File: src/bwca_pkg.sv
// bwca_pkg: constants and carrier types for the ble / wlan coexistence arbiter.
// assumes a single 125 MHz device clock; all users write bwca_pkg::name.
package bwca_pkg;

	// device clock rate
	localparam int unsigned CLK_MHZ = 125;

	// length of one start-up calibration slot, in microseconds
	localparam int unsigned CAL_TIME_US = 20;
	// the same slot in device clock cycles (whole microseconds, exact)
	localparam int unsigned CAL_CYC = CAL_TIME_US * CLK_MHZ;

	// calibration attempts before start-up gives up
	localparam int unsigned CAL_TRIES = 4;

	// synchroniser depth for every pin that enters the block
	localparam int unsigned SYNC_STAGES = 2;

	// cycles after reset release before the configuration strap is trusted
	localparam logic [1:0] STRAP_WAIT = 2'h3;

	// reset values of the controls
	localparam logic COEX_ON_RST = 1'b0;
	localparam logic GRANT_RST = 1'b0;

	// failure cause codes
	localparam logic [1:0] FAIL_NONE = 2'h0;
	localparam logic [1:0] FAIL_PAD = 2'h1;
	localparam logic [1:0] FAIL_CAL = 2'h2;

	// start-up and run states, one-hot
	typedef enum logic [3:0] {
		BWCA_ST_OFF = 4'h1,
		BWCA_ST_CAL = 4'h2,
		BWCA_ST_RUN = 4'h4,
		BWCA_ST_FAIL = 4'h8
	} bwca_state_t;

	// wlan-side view of the configuration
	typedef struct packed {
		logic shared_ant; // one antenna, rf switch fitted
		logic band_5g; // radio currently on the 5 ghz band
		logic pad_claimed; // a coexistence pad was muxed elsewhere
	} bwca_cfg_t;

	// status returned to the wlan core
	typedef struct packed {
		logic running; // start-up finished, arbitration live
		logic failed; // start-up failed
		logic [1:0] cause; // failure cause code
		logic ble_active; // synchronised ble request seen
		logic coex_on; // arbitration enabled
		logic [2:0] tries; // calibration attempts used
	} bwca_status_t;

endpackage : bwca_pkg

File: src/bwca_sync.sv
// bwca_sync: flip-flop chain bringing asynchronous pins into the device clock.
// assumes pins are pulled low when their driver is off, so reset value is zero.
`timescale 1ns/1ps
module bwca_sync #(
	parameter int unsigned WIDTH = 1,
	parameter int unsigned STAGES = bwca_pkg::SYNC_STAGES
) (
	input wire logic clk,
	input wire logic rst,
	input wire logic [WIDTH-1:0] pin_in,
	output logic [WIDTH-1:0] sync_out
);

	// chain of stages; only the next stage reads each one
	logic [WIDTH-1:0] stage_q [STAGES];

	// refuse a chain too short to settle metastability
	initial begin
		if (STAGES < 2 || WIDTH < 1) begin
			$error("bwca_sync: needs at least two stages and one bit");
		end
	end

	// shift the pin through the chain
	always_ff @(posedge clk or posedge rst) begin
		if (rst) begin
			for (int i = 0; i < STAGES; i++) begin
				stage_q[i] <= '0;
			end
		end else begin
			stage_q[0] <= pin_in;
			for (int i = 1; i < STAGES; i++) begin
				stage_q[i] <= stage_q[i-1];
			end
		end
	end

	assign sync_out = stage_q[STAGES-1];

endmodule : bwca_sync

File: src/bwca_arbiter.sv
// bwca_arbiter: coexistence arbiter inside the wlan device.
// assumes ble_req and cfg_strap are raw pins with pull-downs; all other inputs
// come from wlan logic on clk.
//
// Function
// (RL1) ble activity takes precedence over wlan air time
// (RL2) ble holds request high through tx and rx
// (RL3) hold pending 2.4 ghz tx while request high
// (RL4) second line drives shared antenna rf switch
// (RL5) 5 ghz operation ignores the ble request
// (RL6) coexistence enabled by software or strap
// (RL7) pulled-low request reads inactive, nothing blocked
// (RL8) ble stays idle during normal start-up calibration
// (RL9) retry interrupted calibration, fail if never granted
// (RL10) ble raises request over 100 us early
// (RL11) dual antenna: no new tx, rx still allowed
// (RL12) claimed coexistence pad makes start-up fail
// (RL13) request passes two-stage synchroniser before use
`timescale 1ns/1ps
module bwca_arbiter #(
	parameter int unsigned CAL_CYCLES = bwca_pkg::CAL_CYC,
	parameter int unsigned CAL_TRIES = bwca_pkg::CAL_TRIES
) (
	input wire logic clk,
	input wire logic rst,
	input wire logic ble_req,
	input wire logic cfg_strap,
	input wire logic sw_coex_set,
	input wire logic sw_coex_clr,
	input wire bwca_pkg::bwca_cfg_t cfg,
	input wire logic init_start,
	input wire logic tx_pending,
	output logic tx_grant,
	output logic rx_enable,
	output logic ant_to_ble,
	output bwca_pkg::bwca_status_t status
);

	// widths sized from the parameters
	localparam int unsigned CW = $clog2(CAL_CYCLES + 1);
	localparam logic [CW-1:0] CAL_LAST = CW'(CAL_CYCLES - 1);
	localparam logic [2:0] TRY_MAX = 3'(CAL_TRIES);
	// grant level during reset, declared ahead of its first use
	localparam logic GRANT_RST_L = bwca_pkg::GRANT_RST;

	// refuse settings the counters cannot hold
	initial begin
		if (CAL_CYCLES < 1 || CAL_TRIES < 1 || CAL_TRIES > 7) begin
			$error("bwca_arbiter: calibration cycles or tries out of range");
		end
	end

	// synchronised pins
	logic ble_sync; // ble request in clk domain
	logic strap_sync; // configuration strap in clk domain

	// enable and strap capture
	logic coex_on_q;
	logic [1:0] strap_cnt_q; // settle count after reset release
	logic strap_done_q; // strap already applied

	// start-up sequencer
	bwca_pkg::bwca_state_t state_q;
	bwca_pkg::bwca_state_t state_d;
	logic [CW-1:0] cal_cnt_q; // cycles of clean calibration so far
	logic [2:0] tries_q; // calibration attempts started
	logic [1:0] cause_q;

	// registered outputs
	logic tx_grant_q;
	logic rx_enable_q;
	logic ant_to_ble_q;

	// arbitration terms
	logic ble_block; // ble currently owns 2.4 ghz air time
	logic cal_hit; // ble took air time during calibration

	// both pins through the chain; only the last stage is read here
	bwca_sync #(
		.WIDTH(2),
		.STAGES(bwca_pkg::SYNC_STAGES)
	) u_sync (
		.clk(clk),
		.rst(rst),
		.pin_in({cfg_strap, ble_req}),
		.sync_out({strap_sync, ble_sync})
	); // RL13

	// a floating-low pin is simply a low request: no special case needed,
	// an off or sleeping ble radio never blocks anything
	assign ble_block = coex_on_q && ble_sync && !cfg.band_5g; // RL1 RL5 RL6 RL7

	// calibration counts as disturbed whenever ble takes the air;
	// we rely on the ble side staying idle here, this only copes if not
	assign cal_hit = ble_block; // RL8 RL9

	// strap settle counter; strap value is caught only after release
	always_ff @(posedge clk or posedge rst) begin
		if (rst) begin
			strap_cnt_q <= 2'h0;
			strap_done_q <= 1'b0;
		end else if (!strap_done_q) begin
			if (strap_cnt_q == bwca_pkg::STRAP_WAIT) begin
				strap_done_q <= 1'b1;
			end else begin
				strap_cnt_q <= strap_cnt_q + 2'h1;
			end
		end
	end

	// coexistence enable: strap gives the default, software overrides
	always_ff @(posedge clk or posedge rst) begin
		if (rst) begin
			coex_on_q <= bwca_pkg::COEX_ON_RST;
		end else if (sw_coex_set) begin
			coex_on_q <= 1'b1; // RL6
		end else if (sw_coex_clr) begin
			coex_on_q <= 1'b0; // RL6
		end else if (!strap_done_q && strap_cnt_q == bwca_pkg::STRAP_WAIT) begin
			coex_on_q <= strap_sync; // RL6
		end
	end

	// start-up state transitions
	always_comb begin
		state_d = state_q;
		case (state_q)
			bwca_pkg::BWCA_ST_OFF: begin
				if (init_start) begin
					// pad stolen before start-up: refuse to come up
					if (cfg.pad_claimed) begin
						state_d = bwca_pkg::BWCA_ST_FAIL; // RL12
					end else begin
						state_d = bwca_pkg::BWCA_ST_CAL;
					end
				end
			end
			bwca_pkg::BWCA_ST_CAL: begin
				if (cal_hit && tries_q >= TRY_MAX) begin
					// never got a whole calibration slot
					state_d = bwca_pkg::BWCA_ST_FAIL; // RL9
				end else if (!cal_hit && cal_cnt_q == CAL_LAST) begin
					state_d = bwca_pkg::BWCA_ST_RUN;
				end
			end
			bwca_pkg::BWCA_ST_RUN: begin
				state_d = bwca_pkg::BWCA_ST_RUN;
			end
			bwca_pkg::BWCA_ST_FAIL: begin
				// a new start attempt is allowed once the pad is free
				if (init_start && !cfg.pad_claimed) begin
					state_d = bwca_pkg::BWCA_ST_CAL;
				end
			end
			default: begin
				state_d = bwca_pkg::BWCA_ST_OFF;
			end
		endcase
	end

	// state register
	always_ff @(posedge clk or posedge rst) begin
		if (rst) begin
			state_q <= bwca_pkg::BWCA_ST_OFF;
		end else begin
			state_q <= state_d;
		end
	end

	// calibration slot counter and attempt count
	always_ff @(posedge clk or posedge rst) begin
		if (rst) begin
			cal_cnt_q <= '0;
			tries_q <= 3'h0;
		end else if (state_q != bwca_pkg::BWCA_ST_CAL) begin
			cal_cnt_q <= '0;
			// first attempt counted as it begins
			if (state_d == bwca_pkg::BWCA_ST_CAL) begin
				tries_q <= 3'h1;
			end
		end else if (cal_hit) begin
			// slot spoiled: start again from zero
			cal_cnt_q <= '0; // RL9
			if (tries_q < TRY_MAX) begin
				tries_q <= tries_q + 3'h1; // RL9
			end
		end else if (cal_cnt_q != CAL_LAST) begin
			cal_cnt_q <= cal_cnt_q + CW'(1);
		end
	end

	// failure cause, held until the next attempt
	always_ff @(posedge clk or posedge rst) begin
		if (rst) begin
			cause_q <= bwca_pkg::FAIL_NONE;
		end else if (state_d == bwca_pkg::BWCA_ST_FAIL && state_q != bwca_pkg::BWCA_ST_FAIL) begin
			if (state_q == bwca_pkg::BWCA_ST_OFF) begin
				cause_q <= bwca_pkg::FAIL_PAD; // RL12
			end else begin
				cause_q <= bwca_pkg::FAIL_CAL; // RL9
			end
		end else if (state_d == bwca_pkg::BWCA_ST_CAL) begin
			cause_q <= bwca_pkg::FAIL_NONE;
		end
	end

	// transmit grant: held back while ble owns the air, released the
	// cycle after the synchronised request drops; 5 ghz never waits
	always_ff @(posedge clk or posedge rst) begin
		if (rst) begin
			tx_grant_q <= GRANT_RST_L;
		end else begin
			tx_grant_q <= (state_q == bwca_pkg::BWCA_ST_RUN) && tx_pending && !ble_block; // RL3 RL5 RL11
		end
	end

	// receive stays open in run, even while ble is active
	always_ff @(posedge clk or posedge rst) begin
		if (rst) begin
			rx_enable_q <= 1'b0;
		end else begin
			rx_enable_q <= (state_q == bwca_pkg::BWCA_ST_RUN); // RL11
		end
	end

	// rf switch line: routes the shared antenna to ble while it is active;
	// idle low matches the external pull-down on this line
	always_ff @(posedge clk or posedge rst) begin
		if (rst) begin
			ant_to_ble_q <= 1'b0;
		end else begin
			ant_to_ble_q <= cfg.shared_ant && ble_block; // RL4 RL1
		end
	end

	// outputs straight from flops; status running and failed decoded from state_q
	assign tx_grant = tx_grant_q;
	assign rx_enable = rx_enable_q;
	assign ant_to_ble = ant_to_ble_q;
	assign status = '{
		running: (state_q == bwca_pkg::BWCA_ST_RUN),
		failed: (state_q == bwca_pkg::BWCA_ST_FAIL),
		cause: cause_q,
		ble_active: ble_sync,
		coex_on: coex_on_q,
		tries: tries_q
	};

endmodule : bwca_arbiter

File: config.mk
export PLATFORM = sky130hd
export DESIGN_NAME = bwca_arbiter
export DESIGN_NICKNAME = d
export VERILOG_FILES = /design/src/bwca_pkg.sv /design/src/bwca_sync.sv /design/src/bwca_arbiter.sv
export SDC_FILE = /design/constraint.sdc
export NUM_CORES = 1
export LEC_CHECK = 0
export ABC_AREA = 1
export BUFFER_PORTS_ARGS = -buffer_cell sky130_fd_sc_hd__buf_2
export CAP_MARGIN = 20
export CORE_ASPECT_RATIO = 1.1
export CORE_MARGIN = 2
export CORE_UTILIZATION = 45
export CTS_CLUSTER_SIZE = 20
export DETAILED_ROUTE_END_ITERATION = 7
export GPL_TIMING_DRIVEN = 0
export PLACE_DENSITY = 0.67
export REMOVE_ABC_BUFFERS = 1
export SLEW_MARGIN = 20
export SYNTH_ARGS = -nofsm -noshare
export SYNTH_HDL_FRONTEND = slang
export SYNTH_SLANG_ARGS = --single-unit
File: constraint.sdc
create_clock -name clk -period 2.1 [get_ports clk]
set_clock_uncertainty 0.2 [all_clocks]
set_input_delay 0.105 -clock clk [delete_from_list [all_inputs] [get_ports clk]]
set_output_delay 0.105 -clock clk [all_outputs]
set_load 0.1 [all_outputs]
==> impl_results.html, run 1 <==
<table>
<tr><th>Metric</th><th>Value</th></tr>
<tr><th colspan="2">Run status</th></tr>
<tr><td>Outcome</td><td>finished clean</td></tr>
<tr><th colspan="2">Floorplan</th></tr>
<tr><td>Full die area</td><td>~0.004 sq mm</td></tr>
<tr><td>Row cnt</td><td>22</td></tr>
<tr><td>Chip height</td><td>66.4 microns</td></tr>
<tr><td>Num ports</td><td>23</td></tr>
<tr><td>Floorplan Core Area</td><td>approximately 0.0034 sq mm</td></tr>
<tr><td>Initial standard-cell utilization of the core</td><td>47.5%</td></tr>
<tr><td>Die W</td><td>60.8 microns</td></tr>
<tr><th colspan="2">Synth</th></tr>
<tr><td>Count of different cell masters after synthesis</td><td>29</td></tr>
<tr><td>Synthesized area per cell</td><td>approximately 8.4 sq um</td></tr>
<tr><td>Top flip-flop cell by instance count after synthesis</td><td>sky130_fd_sc_hd__dfrtp_1</td></tr>
<tr><td>Area of the mapped netlist</td><td>~0.0016 sq mm</td></tr>
<tr><td>Number of register bits inferred by synthesis</td><td>32</td></tr>
<tr><td>Cell count after synthesis</td><td>189</td></tr>
<tr><td>Post-synthesis sequential area ratio</td><td>50.3%</td></tr>
<tr><td>Count of flip-flops with a built-in enable after synthesis</td><td>0</td></tr>
<tr><td>Post-synthesis async set-or-reset flop share</td><td>100%</td></tr>
<tr><td>Synth warn</td><td>0</td></tr>
<tr><th colspan="2">Timing</th></tr>
<tr><td>Clock period minus worst slack</td><td>1.98 ns</td></tr>
<tr><td>Total count of hold-check failures in the final report</td><td>0</td></tr>
<tr><td>Setup TNS</td><td>0 ns</td></tr>
<tr><td>Final WS setup</td><td>approximately 0.12 ns</td></tr>
<tr><td>Share of the cycle needed by the critical path after routing</td><td>94.1%</td></tr>
<tr><td>Worst hold margin</td><td>0.163 ns</td></tr>
<tr><td>Rel. slew slack</td><td>57.4%</td></tr>
<tr><td>Number of failing setup endpoints in the final timing report</td><td>0</td></tr>
<tr><td>Transition time at the pin with the least slew margin</td><td>0.639 ns</td></tr>
<tr><td>Count of pins over their slew limit</td><td>0</td></tr>
<tr><td>Fmax</td><td>506 MHz</td></tr>
<tr><td>Setup repair after global routing missed its margin</td><td>no</td></tr>
<tr><th colspan="2">Finish</th></tr>
<tr><td>Syn-to-layout area delta</td><td>20.9%</td></tr>
<tr><td>Diode count</td><td>0</td></tr>
<tr><td>Share of post-route cells with drive strength above 1</td><td>24.2%</td></tr>
<tr><td>Number of fillers in the final layout</td><td>334</td></tr>
<tr><td>Non-filler instance count after layout</td><td>275</td></tr>
<tr><td>Post-layout net count</td><td>240</td></tr>
<tr><th colspan="2">Pwr</th></tr>
<tr><td>Sequential fraction of design power</td><td>41.0%</td></tr>
<tr><td>Peak ir drop on the vdd network</td><td>0.000454 V</td></tr>
<tr><td>Total power divided by cell area</td><td>just over 900 mW/mm^2</td></tr>
<tr><td>Cell leakage power</td><td>0.981 nW</td></tr>
<tr><td>Switching share of power</td><td>39.8%</td></tr>
<tr><td>Total internal power</td><td>1.07 mW</td></tr>
<tr><td>Clock power frac</td><td>25.8%</td></tr>
<tr><td>Part of the total power dissipated in combinational logic</td><td>33.2%</td></tr>
<tr><td>Net switching power figure</td><td>0.710 mW</td></tr>
<tr><td>Total design power</td><td>1.78 mW</td></tr>
<tr><th colspan="2">Clocking</th></tr>
<tr><td>Register clock-pin slew on the reported worst setup and hold paths</td><td>0.10 ns</td></tr>
<tr><td>Number of buffers created by CTS</td><td>5</td></tr>
<tr><td>TritonCTS clock tree</td><td>yes</td></tr>
<tr><td>Clock root buffer</td><td>sky130_fd_sc_hd__clkbuf_4</td></tr>
<tr><td>Clock sink count</td><td>32</td></tr>
<tr><td>Buffers from clock root to sink, at most</td><td>2</td></tr>
<tr><td>Clock insertion delay at the later pin of the skew report</td><td>0.33 ns</td></tr>
<tr><td>Post-CTS setup buffers</td><td>0</td></tr>
<tr><td>H-tree depth</td><td>2</td></tr>
<tr><th colspan="2">Global routing</th></tr>
<tr><td>Antenna violations before repair</td><td>0</td></tr>
<tr><td>Overall track demand over capacity in global routing</td><td>17.5%</td></tr>
<tr><td>First-pass GRT wire length</td><td>5220 microns</td></tr>
<tr><td>Largest net degree at the start of global routing</td><td>33</td></tr>
<tr><td>Overall overflow remaining after global route</td><td>0</td></tr>
<tr><td>Via count of the first global-routing pass</td><td>1271</td></tr>
<tr><th colspan="2">Routing</th></tr>
<tr><td>DR DRC count</td><td>0</td></tr>
<tr><td>ANT nets after route</td><td>0</td></tr>
<tr><td>Routed wire length</td><td>2930 microns</td></tr>
<tr><td>Via density</td><td>4.67</td></tr>
<tr><td>First-pass detailed-route iteration total</td><td>4</td></tr>
<tr><td>Total via count after detailed routing</td><td>1285</td></tr>
<tr><td>Wire length per cell after detailed routing</td><td>roughly 11 microns</td></tr>
<tr><td>Starting DRC count in detailed routing</td><td>45</td></tr>
<tr><th colspan="2">Critical path</th></tr>
<tr><td>Reg-to-reg slack, setup</td><td>between 0.3 and 0.4 ns</td></tr>
<tr><td>Critical path arrival</td><td>1.67 ns</td></tr>
<tr><td>Depth of the worst register-to-register path</td><td>5</td></tr>
<tr><td>Classification of the worst setup path</td><td>register to output pin</td></tr>
<tr><td>Setup crit end kind</td><td>output pin</td></tr>
<tr><td>WP data required</td><td>roughly 1.8 ns</td></tr>
<tr><td>Worst setup SP type</td><td>register</td></tr>
<tr><td>Worst-path maximum fanout</td><td>4</td></tr>
<tr><th colspan="2">Place</th></tr>
<tr><td>GP Congestion</td><td>~0.9</td></tr>
<tr><td>HPWL reported at the end of detailed placement</td><td>about 2100 microns</td></tr>
<tr><td>Placed cell count</td><td>257</td></tr>
<tr><td>Number of I/O port buffers</td><td>22</td></tr>
<tr><td>Worst-case setup slack after placement</td><td>0.379 ns</td></tr>
<tr><th colspan="2">Worst hold path</th></tr>
<tr><td>Kind of path behind the tightest hold check</td><td>register to register</td></tr>
<tr><td>Cell count of the worst hold path</td><td>0</td></tr>
<tr><th colspan="2">Flow run</th></tr>
<tr><td>Reported max-cap violation count</td><td>0</td></tr>
</table>
-- area by class of cell --
class | count | area [sq um] | share of cell area [%]
Sequential cell | 32 | 802 | 41.6
Multi-Input combinational cell | 123 | 657 | 34.0
Timing Repair Buffer | 32 | 213 | 11.0
Inverter | 32 | 121 | 6.29
Tap cell | 48 | 60.1 | 3.11
Clock buffer | 6 | 41.3 | 2.14
Clock inverter | 2 | 35.0 | 1.82
-- registers in the layout, indices dropped and copies added, names as in the netlist, 2 cells and up --
signal           cells
tries_q              3
strap_cnt_q          2
u_sync.sync_out      2
state_q              4
cal_cnt_q           12
cause_q              2
u_sync.stage_q       2
-- cell usage in the layout, fill, tap and decap left out, drive strengths merged, types with 3 or more instances in the layout --
cell type	n
nor2	26
inv	31
xor2	4
nand2	45
dfrtp	31
nor3	9
dlygate4sd3	10
ha	3
o21ai	9
a21oi	6
nand4	4
nand3	12
clkbuf	6
buf	22
-- critical path: stages (launching register included) --
cell                      delay [ns]
sky130_fd_sc_hd__dfrtp_1        0.42
sky130_fd_sc_hd__nor2_1         0.14
sky130_fd_sc_hd__inv_1          0.05
sky130_fd_sc_hd__nor3_1         0.35
sky130_fd_sc_hd__buf_4          0.38
-- power groups by stage --
stage | sequential, mW | combinational, mW | clock, mW
floorplan | 0.943 | 0.284 | 0
global placement | 0.743 | 0.576 | 0
detailed placement | 0.744 | 0.583 | 0
CTS | 0.733 | 0.597 | 0.467
global route | 0.739 | 0.645 | 0.486
finish | 0.731 | 0.593 | 0.460
-- stage by stage --
stage,utilization [%],cell area (sq um)
2_1_floorplan,-,1580
3_3_place_gp,52.1,1750
3_5_place_dp,52.1,1750
4_1_cts,57.4,1930
5_1_grt,57.5,1930
6_report,57.5,1930
-- final timing paths --
check,startpoint,endpoint
max,state_q[1]$_DFF_PP0_,status[8]
min,u_sync.stage_q[3]$_DFF_PP0_,u_sync.sync_out[1]$_DFF_PP0_
max reg2reg,strap_cnt_q[0]$_DFFE_PP0P_,coex_on_q$_DFFE_PP0P_
min reg2reg,u_sync.stage_q[3]$_DFF_PP0_,u_sync.sync_out[1]$_DFF_PP0_
max in group asynchronous,rst,cal_cnt_q[4]$_DFFE_PP0P_
min in group asynchronous,rst,strap_cnt_q[1]$_DFFE_PP0P_
-- logic make-up after synthesis --
| kind of cell | count (synthesis) | synth area share, % |
|---|---|---|
| DFF | 32 | 50.3 |
| buffers and inverters | 34 | 8.55 |
| AOI/OAI and AO/OA | 19 | 6.98 |
| xor gates and xnor gates | 4 | 2.20 |
| adders and majority gates | 3 | 2.35 |
| and+or+nand+nor | 97 | 29.6 |
-- synthesized netlist by cell type (2+ instances only) --
cell type / count / area, sq um
sky130_fd_sc_hd__nand3_1: 10 / 50.1
sky130_fd_sc_hd__o21ai_0: 2 / 10.0
sky130_fd_sc_hd__inv_1: 27 / 101
sky130_fd_sc_hd__nand3_2: 2 / 20.0
sky130_fd_sc_hd__xor2_1: 4 / 35.0
sky130_fd_sc_hd__nor2_2: 4 / 25.0
sky130_fd_sc_hd__o21ai_1: 6 / 30.0
sky130_fd_sc_hd__nor3_1: 8 / 40.0
sky130_fd_sc_hd__nand4_1: 4 / 25.0
sky130_fd_sc_hd__buf_4: 2 / 15.0
sky130_fd_sc_hd__a21oi_1: 5 / 25.0
sky130_fd_sc_hd__nand2_2: 8 / 50.1
sky130_fd_sc_hd__inv_2: 4 / 15.0
sky130_fd_sc_hd__dfrtp_1: 31 / 776
sky130_fd_sc_hd__nand2_1: 36 / 135
sky130_fd_sc_hd__nor2_1: 21 / 78.8
sky130_fd_sc_hd__ha_1: 3 / 37.5
-- per-layer routing --
| layer | part of all wire, % | wire length, microns | global-route usage, % | vias to the layer above |
|---|---|---|---|---|
| met5 | 0 | 0 | 0 | - |
| met4 | 1.6 | 46 | 7.88 | 0 |
| li1 | - | - | - | 674 |
| met1 | 46 | 1340 | 20.8 | 583 |
| met2 | 49 | 1450 | 29.3 | 22 |
| met3 | 3.2 | 95 | 4.11 | 6 |
-- what timing repair did --
| action | in CTS | in global routing |
|---|---|---|
| hold buffers | 10 | 0 |
| hold endpoints to repair | 40 | 0 |
| gates resized for setup | 0 | 2 |
| setup endpoints to repair | 0 | 1 |
Power figures use the tool's default switching activity.
==> run 2, diff against run 1 <==
- CORE_ASPECT_RATIO: 1.1 -> 0.7
==> run 2 against run 1 <==
  * Die area increased by 0.18%
  * Cell count increased by 0.73%
  * Register-to-register slack about the same
==> impl_results.html, run 2 (same netlist as run 1, synthesis figures left out) <==
<table>
<tr><th>Metric</th><th>Value</th></tr>
<tr><th colspan="2">Critical path</th></tr>
<tr><td>Max stage delay on crit path</td><td>0.42 ns (about the same)</td></tr>
<tr><td>Reg-to-reg slack, setup</td><td>0.33 ns (was 0.34 ns)</td></tr>
<tr><td>Critical path capture point</td><td>status[8] (unchanged)</td></tr>
<tr><td>Classification of the worst setup path</td><td>register to output pin (unchanged)</td></tr>
<tr><td>Critical Path Slowest Stage Cell</td><td>sky130_fd_sc_hd__dfrtp_1 (unchanged)</td></tr>
<tr><td>Worst-path maximum fanout</td><td>4 (unchanged)</td></tr>
<tr><td>Worst reg2reg startpoint</td><td>strap_cnt_q[0]$_DFFE_PP0P_ (unchanged)</td></tr>
<tr><td>Critical-path cell list</td><td>nor2_1 -&gt; inv_1 -&gt; nor3_1 -&gt; buf_4 (unchanged)</td></tr>
<tr><td>CP Launch Point</td><td>state_q[1]$_DFF_PP0_ (unchanged)</td></tr>
<tr><td>Depth of the worst register-to-register path</td><td>5 (unchanged)</td></tr>
<tr><td>WP data required</td><td>1.79 ns (about the same)</td></tr>
<tr><td>Worst setup SP type</td><td>register (unchanged)</td></tr>
<tr><td>Endpoint of the worst-slack reg-to-reg timing path</td><td>coex_on_q$_DFFE_PP0P_ (unchanged)</td></tr>
<tr><td>Critical path arrival</td><td>1.60 ns (was 1.67 ns)</td></tr>
<tr><td>Setup crit end kind</td><td>output pin (unchanged)</td></tr>
<tr><th colspan="2">Finish</th></tr>
<tr><td>Number of fillers in the final layout</td><td>335 (was 334)</td></tr>
<tr><td>Diode count</td><td>0 (unchanged)</td></tr>
<tr><td>Largest register by flop count</td><td>cal_cnt_q (unchanged)</td></tr>
<tr><td>Syn-to-layout area delta</td><td>24.2% (was 20.9%)</td></tr>
<tr><td>Largest registers</td><td>cal_cnt_q (12), state_q (4), tries_q (3) (unchanged)</td></tr>
<tr><td>Share of post-route cells with drive strength above 1</td><td>24.7% (was 24.2%)</td></tr>
<tr><td>Number of flip-flops in the largest register</td><td>12 (unchanged)</td></tr>
<tr><td>Leading cell type in the layout, fill and taps excluded</td><td>sky130_fd_sc_hd__nand2_1 (unchanged)</td></tr>
<tr><td>Post-route core utilization</td><td>57.1% (was 57.5%)</td></tr>
<tr><td>Final standard cell area without fillers</td><td>0.00198 sq mm (was 0.00193 sq mm)</td></tr>
<tr><td>Non-filler instance count after layout</td><td>277 (was 275)</td></tr>
<tr><td>Post-layout net count</td><td>240 (unchanged)</td></tr>
<tr><td>Commonest cells after routing, fill and taps aside</td><td>sky130_fd_sc_hd__nand2_1 (36), sky130_fd_sc_hd__dfrtp_1 (31), sky130_fd_sc_hd__inv_1 (26) (unchanged)</td></tr>
<tr><th colspan="2">Routing</th></tr>
<tr><td>ANT nets after route</td><td>0 (unchanged)</td></tr>
<tr><td>Via density</td><td>4.62 (was 4.67)</td></tr>
<tr><td>DR DRC count</td><td>0 (unchanged)</td></tr>
<tr><td>Routed wire length</td><td>3180 microns (was 2930 microns)</td></tr>
<tr><td>Total via count after detailed routing</td><td>1279 (was 1285)</td></tr>
<tr><td>Starting DRC count in detailed routing</td><td>69 (was 45)</td></tr>
<tr><td>Wire length per cell after detailed routing</td><td>11.5 microns (was 10.7 microns)</td></tr>
<tr><td>First-pass detailed-route iteration total</td><td>4 (unchanged)</td></tr>
<tr><th colspan="2">Pwr</th></tr>
<tr><td>Peak ir drop on the vdd network</td><td>0.000736 V (was 0.000454 V)</td></tr>
<tr><td>Total power divided by cell area</td><td>1000 mW/mm^2 (was 925 mW/mm^2)</td></tr>
<tr><td>Cell leakage power</td><td>1.00 nW (was 0.981 nW)</td></tr>
<tr><td>Total design power</td><td>1.98 mW (was 1.78 mW)</td></tr>
<tr><th colspan="2">Timing</th></tr>
<tr><td>Worst hold margin</td><td>0.154 ns (was 0.163 ns)</td></tr>
<tr><td>Transition time at the pin with the least slew margin</td><td>0.655 ns (was 0.639 ns)</td></tr>
<tr><td>Fmax</td><td>524 MHz (was 506 MHz)</td></tr>
<tr><td>Number of failing setup endpoints in the final timing report</td><td>0 (unchanged)</td></tr>
<tr><td>Rel. slew slack</td><td>56.3% (was 57.4%)</td></tr>
<tr><td>Count of pins over their slew limit</td><td>0 (unchanged)</td></tr>
<tr><td>Final WS setup</td><td>0.192 ns (was 0.125 ns)</td></tr>
<tr><td>Total count of hold-check failures in the final report</td><td>0 (unchanged)</td></tr>
<tr><td>Setup repair after global routing missed its margin</td><td>no (unchanged)</td></tr>
<tr><td>Clock period minus worst slack</td><td>1.91 ns (was 1.98 ns)</td></tr>
<tr><td>Setup TNS</td><td>0 ns (unchanged)</td></tr>
<tr><td>Share of the cycle needed by the critical path after routing</td><td>90.8% (was 94.1%)</td></tr>
<tr><th colspan="2">Place</th></tr>
<tr><td>HPWL reported at the end of detailed placement</td><td>2270 microns (was 2140 microns)</td></tr>
<tr><td>Number of I/O port buffers</td><td>22 (unchanged)</td></tr>
<tr><td>Placed cell count</td><td>259 (was 257)</td></tr>
<tr><td>GP Congestion</td><td>0.801 (was 0.878)</td></tr>
<tr><td>Dpl cell area</td><td>0.00175 sq mm (about the same)</td></tr>
<tr><td>Worst-case setup slack after placement</td><td>0.363 ns (was 0.379 ns)</td></tr>
<tr><th colspan="2">Clocking</th></tr>
<tr><td>Clock sink count</td><td>32 (unchanged)</td></tr>
<tr><td>H-tree depth</td><td>2 (unchanged)</td></tr>
<tr><td>Buffers from clock root to sink, at most</td><td>2 (unchanged)</td></tr>
<tr><td>Number of buffers created by CTS</td><td>5 (unchanged)</td></tr>
<tr><td>TritonCTS clock tree</td><td>yes (unchanged)</td></tr>
<tr><td>Clock root buffer</td><td>sky130_fd_sc_hd__clkbuf_8 (was sky130_fd_sc_hd__clkbuf_4)</td></tr>
<tr><td>Register clock-pin slew on the reported worst setup and hold paths</td><td>0.07 ns (was 0.10 ns)</td></tr>
<tr><td>Post-CTS setup buffers</td><td>0 (unchanged)</td></tr>
<tr><td>Clock insertion delay at the later pin of the skew report</td><td>0.28 ns (was 0.33 ns)</td></tr>
<tr><th colspan="2">Flow run</th></tr>
<tr><td>Reported max-cap violation count</td><td>0 (unchanged)</td></tr>
<tr><th colspan="2">Floorplan</th></tr>
<tr><td>Initial standard-cell utilization of the core</td><td>46.0% (was 47.5%)</td></tr>
<tr><td>Chip height</td><td>53.8 microns (was 66.4 microns)</td></tr>
<tr><td>Row cnt</td><td>18 (was 22)</td></tr>
<tr><td>Full die area</td><td>0.00405 sq mm (was 0.00404 sq mm)</td></tr>
<tr><td>Num ports</td><td>23 (unchanged)</td></tr>
<tr><td>Die W</td><td>75.2 microns (was 60.8 microns)</td></tr>
<tr><td>Floorplan Core Area</td><td>0.00347 sq mm (was 0.00336 sq mm)</td></tr>
<tr><th colspan="2">Global routing</th></tr>
<tr><td>Overall overflow remaining after global route</td><td>0 (unchanged)</td></tr>
<tr><td>Overall track demand over capacity in global routing</td><td>18.1% (was 17.5%)</td></tr>
<tr><td>Antenna violations before repair</td><td>0 (unchanged)</td></tr>
<tr><td>First-pass GRT wire length</td><td>5360 microns (was 5220 microns)</td></tr>
<tr><td>Largest net degree at the start of global routing</td><td>33 (unchanged)</td></tr>
<tr><td>Via count of the first global-routing pass</td><td>1217 (was 1271)</td></tr>
<tr><th colspan="2">Run status</th></tr>
<tr><td>Outcome</td><td>finished clean (unchanged)</td></tr>
<tr><th colspan="2">Worst hold path</th></tr>
<tr><td>Kind of path behind the tightest hold check</td><td>register to register (unchanged)</td></tr>
</table>
run 2: cell types whose count changed in the layout (fill, tap and decap cells not counted), sizes merged:
cell,previous run,this run
clkbuf,6,7
clkinv,2,1
run 2: layer usage:
metal | track usage [%] | vias up | routed length (microns)
li1 | - | 674 | -
met1 | 27.0 | 571 | 1680
met2 | 25.3 | 28 | 1300
met3 | 5.24 | 6 | 142
met4 | 5.26 | 0 | 55
met5 | 0 | - | 0
run 2: cell type report:
class | count | area, sq um | share of cell area [%]
clock buffers | 7 | 96.3 | 4.86
well taps | 50 | 62.6 | 3.16
flip-flops and latches | 32 | 802 | 40.5
clock inverters | 1 | 30.0 | 1.52
inverters | 32 | 121 | 6.12
multi-input cells | 123 | 657 | 33.1
repair buffers | 32 | 213 | 10.7
run 2: worst max-delay path: cells and delay by family (launching register included):
family	cells	cell delay, ns
flip-flops	1	0.42
AND/OR/NAND/NOR	2	0.48
buffers and inverters	2	0.42
run 2: worst min path at each step:
stage / from / endpoint / slack [ns] / cells after the start
floorplan: ble_req / u_sync.stage_q[2]$_DFF_PP0_ / -0.06 / 0
global placement: ble_req / u_sync.stage_q[2]$_DFF_PP0_ / 0.01 / 1
CTS: u_sync.stage_q[2]$_DFF_PP0_ / u_sync.sync_out[0]$_DFF_PP0_ / 0.16 / 0
global route: u_sync.stage_q[2]$_DFF_PP0_ / u_sync.sync_out[0]$_DFF_PP0_ / 0.16 / 0
detailed placement: ble_req / u_sync.stage_q[2]$_DFF_PP0_ / 0.01 / 1
finish: u_sync.stage_q[2]$_DFF_PP0_ / u_sync.sync_out[0]$_DFF_PP0_ / 0.15 / 0
run 2: repair_timing:
| item | in CTS | in global routing |
|---|---|---|
| endpoints found under the hold margin | 40 | 0 |
| setup endpoints to repair | 0 | 1 |
| hold buffers | 10 | 0 |
| resized for setup | 0 | 2 |
run 2: power breakdown:
part | leakage (nW) | internal, mW | switching [mW]
Sequential | 0.409 | 0.685 | 0.0521
Clock | 0.0645 | 0.418 | 0.222
Combinational | 0.530 | 0.140 | 0.463
